$ cat config.mk
export PLATFORM = sky130hd
export DESIGN_NAME = ifc_flag_regs
export DESIGN_NICKNAME = d
export VERILOG_FILES = /design/src/ifc_pkg.sv /design/src/ifc_sticky_bank.sv /design/src/ifc_flag_regs.sv
export VERILOG_INCLUDE_DIRS = /design/src
export SDC_FILE = /design/constraint.sdc
export NUM_CORES = 1
export LEC_CHECK = 0
export ABC_AREA = 1
export BUFFER_PORTS_ARGS = -buffer_cell sky130_fd_sc_hd__buf_4
export CORE_MARGIN = 5
export CORE_UTILIZATION = 53
export DETAILED_ROUTE_END_ITERATION = 8
export GPL_TIMING_DRIVEN = 0
export PLACE_DENSITY_LB_ADDON = 0.15
export SLEW_MARGIN = 40
export SYNTH_ARGS = -nofsm -noshare
export SYNTH_HDL_FRONTEND = slang
export SYNTH_SLANG_ARGS = --single-unit
export TNS_END_PERCENT = 100
$ cat constraint.sdc
create_clock -name pclk -period 2.4 [get_ports pclk]
set_clock_uncertainty 0.2 [all_clocks]
set_input_delay 0.48 -clock pclk [delete_from_list [all_inputs] [get_ports pclk]]
set_output_delay 0.48 -clock pclk [all_outputs]
set_load 0.01 [all_outputs]
$ cat src/ifc_params.svh
// Register offsets, field positions, reset values and masks of the interrupt flag block.
// Assumes byte addressing on a 32-bit APB with one register per aligned word.
`ifndef IFC_PARAMS_SVH
`define IFC_PARAMS_SVH

`define IFC_OFF_TRAP        12'h000
`define IFC_OFF_VEC         12'h004
`define IFC_OFF_FLAG0       12'h008
`define IFC_OFF_FLAG1       12'h00C
`define IFC_OFF_IRQ_STAT    12'h010
`define IFC_OFF_IRQ_MASK    12'h014

`define IFC_RESET_VALUE     16'h0000

`define IFC_TRAP_ADDR_BIT   3
`define IFC_TRAP_STACK_BIT  2
`define IFC_TRAP_OSC_BIT    1
`define IFC_TRAP_MASK       16'h000E

`define IFC_VEC_ALT_BIT     15
`define IFC_VEC_HOLD_BIT    14
`define IFC_VEC_EDGE_MASK   16'h0007
`define IFC_VEC_WR_MASK     16'h8007

`define IFC_FLAG0_MASK      16'h7FFF
`define IFC_FLAG1_MASK      16'hFFDF

`define IFC_STAT_TRAP_BIT   0
`define IFC_STAT_FLAG0_BIT  1
`define IFC_STAT_FLAG1_BIT  2
`define IFC_STAT_MASK       16'h0007

`endif

$ cat src/ifc_pkg.sv
// Types shared by the interrupt flag block.
// Assumes the constants header is included alongside.
package ifc_pkg;

    typedef struct packed {
        logic        psel;
        logic        penable;
        logic        pwrite;
        logic [11:0] paddr;
        logic [31:0] pwdata;
    } ifc_apb_req_t;

    typedef struct packed {
        logic        address_fault_trap_flag;
        logic        stack_fault_trap_flag;
        logic        oscillator_fault_trap_flag;
    } ifc_trap_t;

    typedef enum logic [1:0] {
        IFC_ST_IDLE   = 2'b01,
        IFC_ST_ACCESS = 2'b10
    } ifc_state_t;

endpackage : ifc_pkg

$ cat src/ifc_sticky_bank.sv
// A bank of sixteen sticky flags with set-over-clear priority.
// Assumes set pulses and software writes are synchronous to pclk.
`timescale 1ns/1ps
module ifc_sticky_bank
    import ifc_pkg::*;
(
    // Clock and reset
    input  wire logic        pclk,
    input  wire logic        presetn,
    // Control
    input  wire logic [15:0] impl_mask,
    input  wire logic [15:0] hw_set,
    input  wire logic        sw_we,
    input  wire logic [15:0] sw_data,
    // State
    output logic      [15:0] flags_reg
);

    genvar i;
    generate
        for (i = 0; i < 16; i++) begin : g_bit
            always_ff @(posedge pclk or negedge presetn) begin
                if (!presetn) begin
                    flags_reg[i] <= 1'b0;
                end else if (!impl_mask[i]) begin
                    flags_reg[i] <= 1'b0;
                end else if (hw_set[i]) begin
                    flags_reg[i] <= 1'b1;
                end else if (sw_we) begin
                    flags_reg[i] <= sw_data[i];
                end
            end
        end
    endgenerate

endmodule : ifc_sticky_bank

$ cat src/ifc_flag_regs.sv
// Interrupt control and flag registers behind an APB slave.
// Assumes peripherals give one-cycle event pulses synchronous to pclk.
//
// Functional notes
// - Trap register shows address, stack and oscillator trap causes in bits 3..1.
// - Unimplemented bits of all six registers read as zero.
// - Bit 15 of vector control selects alternate vector table; reset zero.
// - Bit 14 of vector control reads one while interrupt hold instruction active.
// - Bits 2..0 pick falling (1) or rising (0) edge for external irqs.
// - Each implemented flag is read/write, resets zero, shows request occurred.
// - Bank 0 bits 14..8: dma1, adc, uart1 tx/rx, spi event/error, timer3.
// - Bank 0 bits 7..0: timer2, cmp2, cap2, dma0, timer1, cmp1, cap1, ext0.
// - Bank 1 bits 15..8: uart2 tx/rx, ext2, timer5, timer4, cmp4, cmp3, dma2.
// - Bank 1: cap8 bit 7, cap7 bit 6, ext1 bit 4, input change bit 3.
// - Bank 1: comparator bit 2, two-wire master bit 1, slave bit 0.
// - Flag bit order follows vector order, matching enable and priority layout.
`timescale 1ns/1ps
`include "ifc_params.svh"
module ifc_flag_regs
    import ifc_pkg::*;
(
    // Clock and reset
    input  wire logic        pclk,
    input  wire logic        presetn,
    // APB slave
    input  wire logic        psel,
    input  wire logic        penable,
    input  wire logic        pwrite,
    input  wire logic [11:0] paddr,
    input  wire logic [31:0] pwdata,
    output logic      [31:0] prdata,
    output logic             pready,
    output logic             pslverr,
    // Core and trap sources
    input  wire ifc_trap_t   trap_event,
    input  wire logic        interrupt_hold_active,
    // Peripheral event pulses, bit positions as in the flag banks
    input  wire logic [15:0] bank0_event,
    input  wire logic [15:0] bank1_event,
    // To vector logic and edge detectors
    output logic             alternate_vector_select,
    output logic      [2:0]  ext_irq_edge_select,
    output logic      [15:0] irq_flags_bank0,
    output logic      [15:0] irq_flags_bank1,
    output logic             irq
);

    ////////////////////////////////////////////////////////////////////////////////
    ifc_apb_req_t req;
    ifc_state_t   state_reg;
    logic [15:0]  trap_reg;
    logic [15:0]  vec_reg;
    logic         hold_reg;
    logic [15:0]  stat_reg;
    logic [15:0]  mask_reg;
    logic [15:0]  flag0_q;
    logic [15:0]  flag1_q;
    logic [15:0]  trap_set;
    logic         wr_en;
    logic         rd_en;
    logic [15:0]  rd_next;
    logic         err_next;
    logic [15:0]  stat_set;

    assign req = '{psel: psel, penable: penable, pwrite: pwrite, paddr: paddr, pwdata: pwdata};

    function automatic logic addr_hit(input logic [11:0] a, input logic [11:0] off);
        addr_hit = (a == off);
    endfunction : addr_hit

    function automatic logic addr_known(input logic [11:0] a);
        addr_known = addr_hit(a, `IFC_OFF_TRAP) || addr_hit(a, `IFC_OFF_VEC)
                  || addr_hit(a, `IFC_OFF_FLAG0) || addr_hit(a, `IFC_OFF_FLAG1)
                  || addr_hit(a, `IFC_OFF_IRQ_STAT) || addr_hit(a, `IFC_OFF_IRQ_MASK);
    endfunction : addr_known

    // A write lands only at the edge that completes the access phase, so a master that
    // drops the transfer before pready is seen leaves every register untouched.
    assign wr_en = req.psel && req.penable && pready && req.pwrite && addr_known(req.paddr);
    // Read data is picked in the setup cycle and registered, so it stands during the
    // access cycle without a combinational path from the address to prdata.
    assign rd_en = req.psel && !req.penable && !req.pwrite;

    ////////////////////////////////////////////////////////////////////////////////
    // APB handshake: one wait-free access phase.
    always_ff @(posedge pclk or negedge presetn) begin
        if (!presetn) begin
            state_reg <= IFC_ST_IDLE;
        end else begin
            case (state_reg)
                IFC_ST_IDLE: begin
                    if (req.psel && !req.penable) begin
                        state_reg <= IFC_ST_ACCESS;
                    end
                end
                IFC_ST_ACCESS: begin
                    state_reg <= IFC_ST_IDLE;
                end
                default: begin
                    state_reg <= IFC_ST_IDLE;
                end
            endcase
        end
    end

    // The slave never stretches a transfer: pready answers the setup cycle at once.
    always_ff @(posedge pclk or negedge presetn) begin
        if (!presetn) begin
            pready <= 1'b0;
        end else begin
            pready <= (state_reg == IFC_ST_IDLE) && req.psel && !req.penable;
        end
    end

    ////////////////////////////////////////////////////////////////////////////////
    // Trap cause capture.
    always_comb begin
        trap_set = 16'h0000;
        trap_set[`IFC_TRAP_ADDR_BIT]  = trap_event.address_fault_trap_flag;
        trap_set[`IFC_TRAP_STACK_BIT] = trap_event.stack_fault_trap_flag;
        trap_set[`IFC_TRAP_OSC_BIT]   = trap_event.oscillator_fault_trap_flag;
    end

    // A trap that fires in the cycle of a software write still lands: set wins.
    // Unimplemented trap bits zero.
    always_ff @(posedge pclk or negedge presetn) begin
        if (!presetn) begin
            trap_reg <= `IFC_RESET_VALUE;
        end else if (wr_en && addr_hit(req.paddr, `IFC_OFF_TRAP)) begin
            trap_reg <= (req.pwdata[15:0] | trap_set) & `IFC_TRAP_MASK;
        end else begin
            trap_reg <= (trap_reg | trap_set) & `IFC_TRAP_MASK;
        end
    end

    ////////////////////////////////////////////////////////////////////////////////
    // Vector table select and edge polarity, writable bits only.
    always_ff @(posedge pclk or negedge presetn) begin
        if (!presetn) begin
            vec_reg <= `IFC_RESET_VALUE;
        end else if (wr_en && addr_hit(req.paddr, `IFC_OFF_VEC)) begin
            vec_reg <= req.pwdata[15:0] & `IFC_VEC_WR_MASK;
        end
    end

    // The hold level is registered once, so a read shows the core's state of the
    // cycle before the setup edge; software cannot resolve a difference that small.
    // Hold status tracks the core.
    always_ff @(posedge pclk or negedge presetn) begin
        if (!presetn) begin
            hold_reg <= 1'b0;
        end else begin
            hold_reg <= interrupt_hold_active;
        end
    end

    always_ff @(posedge pclk or negedge presetn) begin
        if (!presetn) begin
            alternate_vector_select <= 1'b0;
        end else begin
            alternate_vector_select <= vec_reg[`IFC_VEC_ALT_BIT];
        end
    end

    always_ff @(posedge pclk or negedge presetn) begin
        if (!presetn) begin
            ext_irq_edge_select <= 3'b000;
        end else begin
            ext_irq_edge_select <= vec_reg[2:0];
        end
    end

    ////////////////////////////////////////////////////////////////////////////////
    // Unimplemented positions are tied off inside each bank through its mask.
    // Bank 0 flags, bit order follows vectors.
    ifc_sticky_bank u_bank0 (
        .pclk      (pclk),
        .presetn   (presetn),
        .impl_mask (`IFC_FLAG0_MASK),
        .hw_set    (bank0_event),
        .sw_we     (wr_en && addr_hit(req.paddr, `IFC_OFF_FLAG0)),
        .sw_data   (req.pwdata[15:0]),
        .flags_reg (flag0_q)
    );

    // Bank 1 flags, bit 5 absent.
    ifc_sticky_bank u_bank1 (
        .pclk      (pclk),
        .presetn   (presetn),
        .impl_mask (`IFC_FLAG1_MASK),
        .hw_set    (bank1_event),
        .sw_we     (wr_en && addr_hit(req.paddr, `IFC_OFF_FLAG1)),
        .sw_data   (req.pwdata[15:0]),
        .flags_reg (flag1_q)
    );

    always_ff @(posedge pclk or negedge presetn) begin
        if (!presetn) begin
            irq_flags_bank0 <= `IFC_RESET_VALUE;
        end else begin
            irq_flags_bank0 <= flag0_q;
        end
    end

    always_ff @(posedge pclk or negedge presetn) begin
        if (!presetn) begin
            irq_flags_bank1 <= `IFC_RESET_VALUE;
        end else begin
            irq_flags_bank1 <= flag1_q;
        end
    end

    ////////////////////////////////////////////////////////////////////////////////
    // Summary interrupt: sticky events, write one to clear, set wins.
    // Each status bit gathers one source group and never sees unimplemented bits.
    always_comb begin
        stat_set = 16'h0000;
        stat_set[`IFC_STAT_TRAP_BIT]  = |trap_set;
        stat_set[`IFC_STAT_FLAG0_BIT] = |(bank0_event & `IFC_FLAG0_MASK);
        stat_set[`IFC_STAT_FLAG1_BIT] = |(bank1_event & `IFC_FLAG1_MASK);
    end

    // An event in the cycle of a write-one-to-clear keeps its status bit set.
    always_ff @(posedge pclk or negedge presetn) begin
        if (!presetn) begin
            stat_reg <= `IFC_RESET_VALUE;
        end else if (wr_en && addr_hit(req.paddr, `IFC_OFF_IRQ_STAT)) begin
            stat_reg <= ((stat_reg & ~req.pwdata[15:0]) | stat_set) & `IFC_STAT_MASK;
        end else begin
            stat_reg <= (stat_reg | stat_set) & `IFC_STAT_MASK;
        end
    end

    // Mask bits gate only the summary output, never the status bits themselves.
    always_ff @(posedge pclk or negedge presetn) begin
        if (!presetn) begin
            mask_reg <= `IFC_RESET_VALUE;
        end else if (wr_en && addr_hit(req.paddr, `IFC_OFF_IRQ_MASK)) begin
            mask_reg <= req.pwdata[15:0] & `IFC_STAT_MASK;
        end
    end

    // The output lags the status by one cycle so that it comes from a flop.
    always_ff @(posedge pclk or negedge presetn) begin
        if (!presetn) begin
            irq <= 1'b0;
        end else begin
            irq <= |(stat_reg & mask_reg);
        end
    end

    ////////////////////////////////////////////////////////////////////////////////
    // Read mux, reserved bits zero.
    always_comb begin
        rd_next  = 16'h0000;
        err_next = 1'b0;
        case (req.paddr)
            `IFC_OFF_TRAP:     rd_next = trap_reg & `IFC_TRAP_MASK;
            `IFC_OFF_VEC: begin
                rd_next = vec_reg & `IFC_VEC_WR_MASK;
                rd_next[`IFC_VEC_HOLD_BIT] = hold_reg;
            end
            `IFC_OFF_FLAG0:    rd_next = flag0_q & `IFC_FLAG0_MASK;
            `IFC_OFF_FLAG1:    rd_next = flag1_q & `IFC_FLAG1_MASK;
            `IFC_OFF_IRQ_STAT: rd_next = stat_reg;
            `IFC_OFF_IRQ_MASK: rd_next = mask_reg;
            // Unmapped offsets read zero and answer with an error.
            default:           err_next = 1'b1;
        endcase
    end

    // Read data stands for the access cycle only and is zero otherwise, so a stale
    // word can never be mistaken for an answer.
    always_ff @(posedge pclk or negedge presetn) begin
        if (!presetn) begin
            prdata <= 32'h0000_0000;
        end else if (rd_en) begin
            prdata <= {16'h0000, rd_next};
        end else begin
            prdata <= 32'h0000_0000;
        end
    end

    // The error answer stands in the same access cycle as pready.
    always_ff @(posedge pclk or negedge presetn) begin
        if (!presetn) begin
            pslverr <= 1'b0;
        end else if (req.psel && !req.penable) begin
            pslverr <= err_next;
        end else begin
            pslverr <= 1'b0;
        end
    end

endmodule : ifc_flag_regs

==> impl_metrics.json <==
{
  "clock_insertion_delay_worst_skew_ns": 0.36,
  "multi_input_comb_area_sq_um": 1360,
  "count_of_buffers_added_by_post_cts_timing_repair_for_setup": 0,
  "power.density_nw_per_um2": 523,
  "worstSetupPathDepth": 10,
  "clk_pin_slew_ns": 0.09,
  "grt_pass1_vias": 3638,
  "worst_pin_slew_ns": 0.709,
  "initial_utilization": 0.547,
  "timing.critical_path.required_ns": 2.44,
  "hold_slack_ns": 0.0247,
  "synthDominantCellAreaShare": 0.578,
  "groute.usage.overall": 0.233,
  "critical-path-max-stage-delay_ns": 0.31,
  "drt_pass1_iterations": 5,
  "timing.critical_path.max_delay_family": "simple AND/OR/NAND/NOR gates",
  "timing.reg2reg.setup_slack_ns": 0.62,
  "timing.critical_path.arrival_ns": 1.86,
  "wl_per_cell_um": 16.0,
  "flip_flop_count_of_the_largest_register_after_layout": 16,
  "max_clock_freq_mhz": 550,
  "critPathMostFrequentCell": "sky130_fd_sc_hd__nand2_2",
  "io_buffer_count": 119,
  "min_delay_path_depth": 1,
  "critPathBufInv": 3,
  "ant_nets": 0,
  "synth.cells.most_frequent": "sky130_fd_sc_hd__dfrtp_1, sky130_fd_sc_hd__nand2_1, sky130_fd_sc_hd__nand3_1",
  "tritoncts.num_buffers": 9,
  "fin_area_sq_um": 5530,
  "critPathLaunchType": "input pin",
  "pin_count_of_the_biggest_net_entering_global_routing": 100,
  "fin_util": 0.711,
  "grt_first_pass_wirelength_mm": 18.3,
  "synth-seq-area-share": 0.584,
  "syn_area_per_cell_sq_um": 9.39,
  "routabilityCongestion": 0.877,
  "ctsHtreeMaxLevel": 3,
  "fraction_of_final_layout_cells_sized_beyond_drive_strength_1": 0.314,
  "fillers": 596,
  "cts_tree": "built",
  "finalHoldViolCount": 0,
  "drt_iter0_markers": 303,
  "synthFlopType": "sky130_fd_sc_hd__dfrtp_1",
  "postSynthCellCount": 452,
  "holdCritPathClass": "input pin to register",
  "die_width_um": 99.5,
  "die_area_sq_um": 9900,
  "crit_path_top_delay_cell": "sky130_fd_sc_hd__nor2_4",
  "critical_path_peak_fanout": 10,
  "time_the_worst_path_needs_with_i_o_delays_and_setup_ns": 1.82,
  "ir_drop_mv": 0.277,
  "final.setup.tns_ns": 0,
  "globalRoute.totalOverflow": 0,
  "post_dr_vias_cell": 5.16,
  "numClockSinks": 99,
  "die_h_um": 99.5,
  "synth.lib_cells_used.distinct": 27,
  "total_leakage_power_nw": 2.70,
  "timing.critical_path.from": "paddr[9]",
  "synthesis_warning_total": 0,
  "worst_r2r_startpoint": "pready$_DFF_PN0_",
  "maximum_clock_insertion_buffer_count": 2,
  "timing.reg2reg.worst_path_depth": 6,
  "ios": 156,
  "post_synthesis_sequential_element_count": 99,
  "rsz0062_at_grt": "no",
  "synth_edf_count": 0,
  "synth_area_leader_cell": "sky130_fd_sc_hd__dfrtp_1",
  "drc": 0,
  "final_min_period_over_clock_period": 0.758,
  "layout.nets": 685,
  "criticalPathCategory": "input pin to register",
  "drv.max_cap_violation_count": 0,
  "top_register": "prdata",
  "worstReg2RegEnd": "vec_reg[2]$_DFFE_PN0P_",
  "layout-area-overhead-vs-synth_pct": 30.2,
  "ys_top_cells_by_area": "sky130_fd_sc_hd__dfrtp_1, sky130_fd_sc_hd__nand2_1, sky130_fd_sc_hd__nand3_1",
  "critical_path.endpoint": "u_bank0.flags_reg[3]$_DFFE_PN0P_",
  "drt-total-wl_mm": 11.3,
  "detailed_place.area_sq_um": 5330,
  "num_rows": 32,
  "clock_tree.root_cell": "sky130_fd_sc_hd__clkbuf_8",
  "worst_setup_path_end_kind": "register",
  "dp_hpwl_mm": 8.42,
  "area.sequential_sq_um": 2480,
  "floorplan.core_area_sq_um": 7770,
  "vias": 3650,
  "antenna-diode-count": 0,
  "run_status": "finished, final reports clean",
  "synthesis.area_sq_um": 4250,
  "max-slew-margin-rel": 0.528,
  "asyncSetResetFlopFracSynth": 1.00,
  "finalSetupViolations": 0,
  "antenna_violations_before_repair": 0,
  "final-max-slew-violation-count": 0,
  "cp_cell_sequence": "buf_4 -> nor2_1 -> nand2_2 -> inv_2 -> nand2_2 -> nor2_4 -> nand3_4 -> buf_6 -> nand2_1 -> nand3_1"
}
==> report_power, final <==
part / internal [W] / leakage, nW / switching, W
Combinational: 0.000107 / 1.58 / 0.000124
Clock: 0.000384 / 0.0871 / 0.000599
Sequential: 0.00167 / 1.03 / 0.00000203
Total: 0.00216 / 2.70 / 0.000725
==> cells by family after synthesis <==
group                  Yosys count  share of synthesized area
AND/OR/NAND/NOR                237                      0.276
AO/OA/AOI/OAI                   22                     0.0274
buffers and inverters           93                      0.112
other                            1                   0.000883
flip-flops                      99                      0.584
==> how the worst min path moves through the flow <==
stage / endpoint / slack, ns / startpoint
detailed placement: irq_flags_bank0[12]$_DFF_PN0_ / 0.19 / u_bank0.flags_reg[12]$_DFFE_PN0P_
finish: hold_reg$_DFF_PN0_ / 0.02 / interrupt_hold_active
global placement: irq_flags_bank1[10]$_DFF_PN0_ / 0.18 / u_bank1.flags_reg[10]$_DFFE_PN0P_
CTS: hold_reg$_DFF_PN0_ / 0.02 / interrupt_hold_active
global route: hold_reg$_DFF_PN0_ / 0.02 / interrupt_hold_active
floorplan: alternate_vector_select$_DFF_PN0_ / -0.02 / presetn
==> layout by cell type (no fill, tap or decap) <==
cell / n
sky130_fd_sc_hd__buf_4: 139
sky130_fd_sc_hd__nand2_1: 98
sky130_fd_sc_hd__dfrtp_1: 98
sky130_fd_sc_hd__nand3_1: 55
sky130_fd_sc_hd__inv_1: 53
sky130_fd_sc_hd__nand4_1: 42
sky130_fd_sc_hd__nor2_1: 19
sky130_fd_sc_hd__conb_1: 18
sky130_fd_sc_hd__a21oi_1: 12
sky130_fd_sc_hd__clkbuf_8: 9
sky130_fd_sc_hd__inv_2: 6
sky130_fd_sc_hd__nor2_4: 5
sky130_fd_sc_hd__nor3_1: 5
sky130_fd_sc_hd__buf_2: 5
sky130_fd_sc_hd__nand2_2: 4
sky130_fd_sc_hd__buf_6: 4
sky130_fd_sc_hd__o21ai_1: 4
sky130_fd_sc_hd__nor2_2: 3
sky130_fd_sc_hd__clkbuf_1: 3
sky130_fd_sc_hd__o21ai_0: 3
sky130_fd_sc_hd__nor4_1: 2
sky130_fd_sc_hd__a31oi_1: 2
sky130_fd_sc_hd__nand3_4: 2
sky130_fd_sc_hd__buf_8: 2
sky130_fd_sc_hd__clkinv_4: 2
sky130_fd_sc_hd__clkinvlp_4: 2
sky130_fd_sc_hd__clkinv_2: 2
sky130_fd_sc_hd__o21ai_2: 1
sky130_fd_sc_hd__nand2_4: 1
sky130_fd_sc_hd__nand3_2: 1
sky130_fd_sc_hd__inv_8: 1
sky130_fd_sc_hd__dlygate4sd3_1: 1
sky130_fd_sc_hd__dfstp_2: 1
==> what timing repair did <==
action,in CTS,in global routing
resized for setup,0,0
endpoints found under the hold margin,0,7
hold buffers,0,1
==> metal layers <==
| layer | vias to the layer above | wire length, um | GRT usage |
|---|---|---|---|
| li1 | 1738 | - | - |
| met3 | 14 | 1180 | 0.0561 |
| met2 | 204 | 5330 | 0.365 |
| met5 | - | 0 | 0 |
| met1 | 1694 | 4680 | 0.331 |
| met4 | 0 | 135 | 0.0536 |
==> layout make-up <==
class	count	share of cell area
plain buffers	34	0.0460
multi-input cells	277	0.245
repair buffers	120	0.165
clock buffers	9	0.0224
inverters	59	0.0401
well taps	102	0.0231
clock inverters	7	0.00974
flip-flops and latches	99	0.449
==> through the flow <==
stage / instances / setup WS [ns] / power [W]
5_1_grt: 707 / 0.445 / 0.00299
4_1_cts: 706 / 0.594 / 0.00289
3_5_place_dp: 690 / 0.214 / 0.00193
3_3_place_gp: 690 / 0.227 / 0.00193
6_report: 707 / 0.581 / 0.00289
2_1_floorplan: 469 / 0.619 / 0.00179
==> worst reg2reg max path: stages (launching register included) <==
cell	delay, ns
sky130_fd_sc_hd__dfrtp_1	0.36
sky130_fd_sc_hd__nand3_1	0.09
sky130_fd_sc_hd__nor2_2	0.32
sky130_fd_sc_hd__buf_2	0.34
sky130_fd_sc_hd__nand3_2	0.20
sky130_fd_sc_hd__nand2_1	0.11
sky130_fd_sc_hd__o21ai_1	0.07
Power figures use the tool's default switching activity.
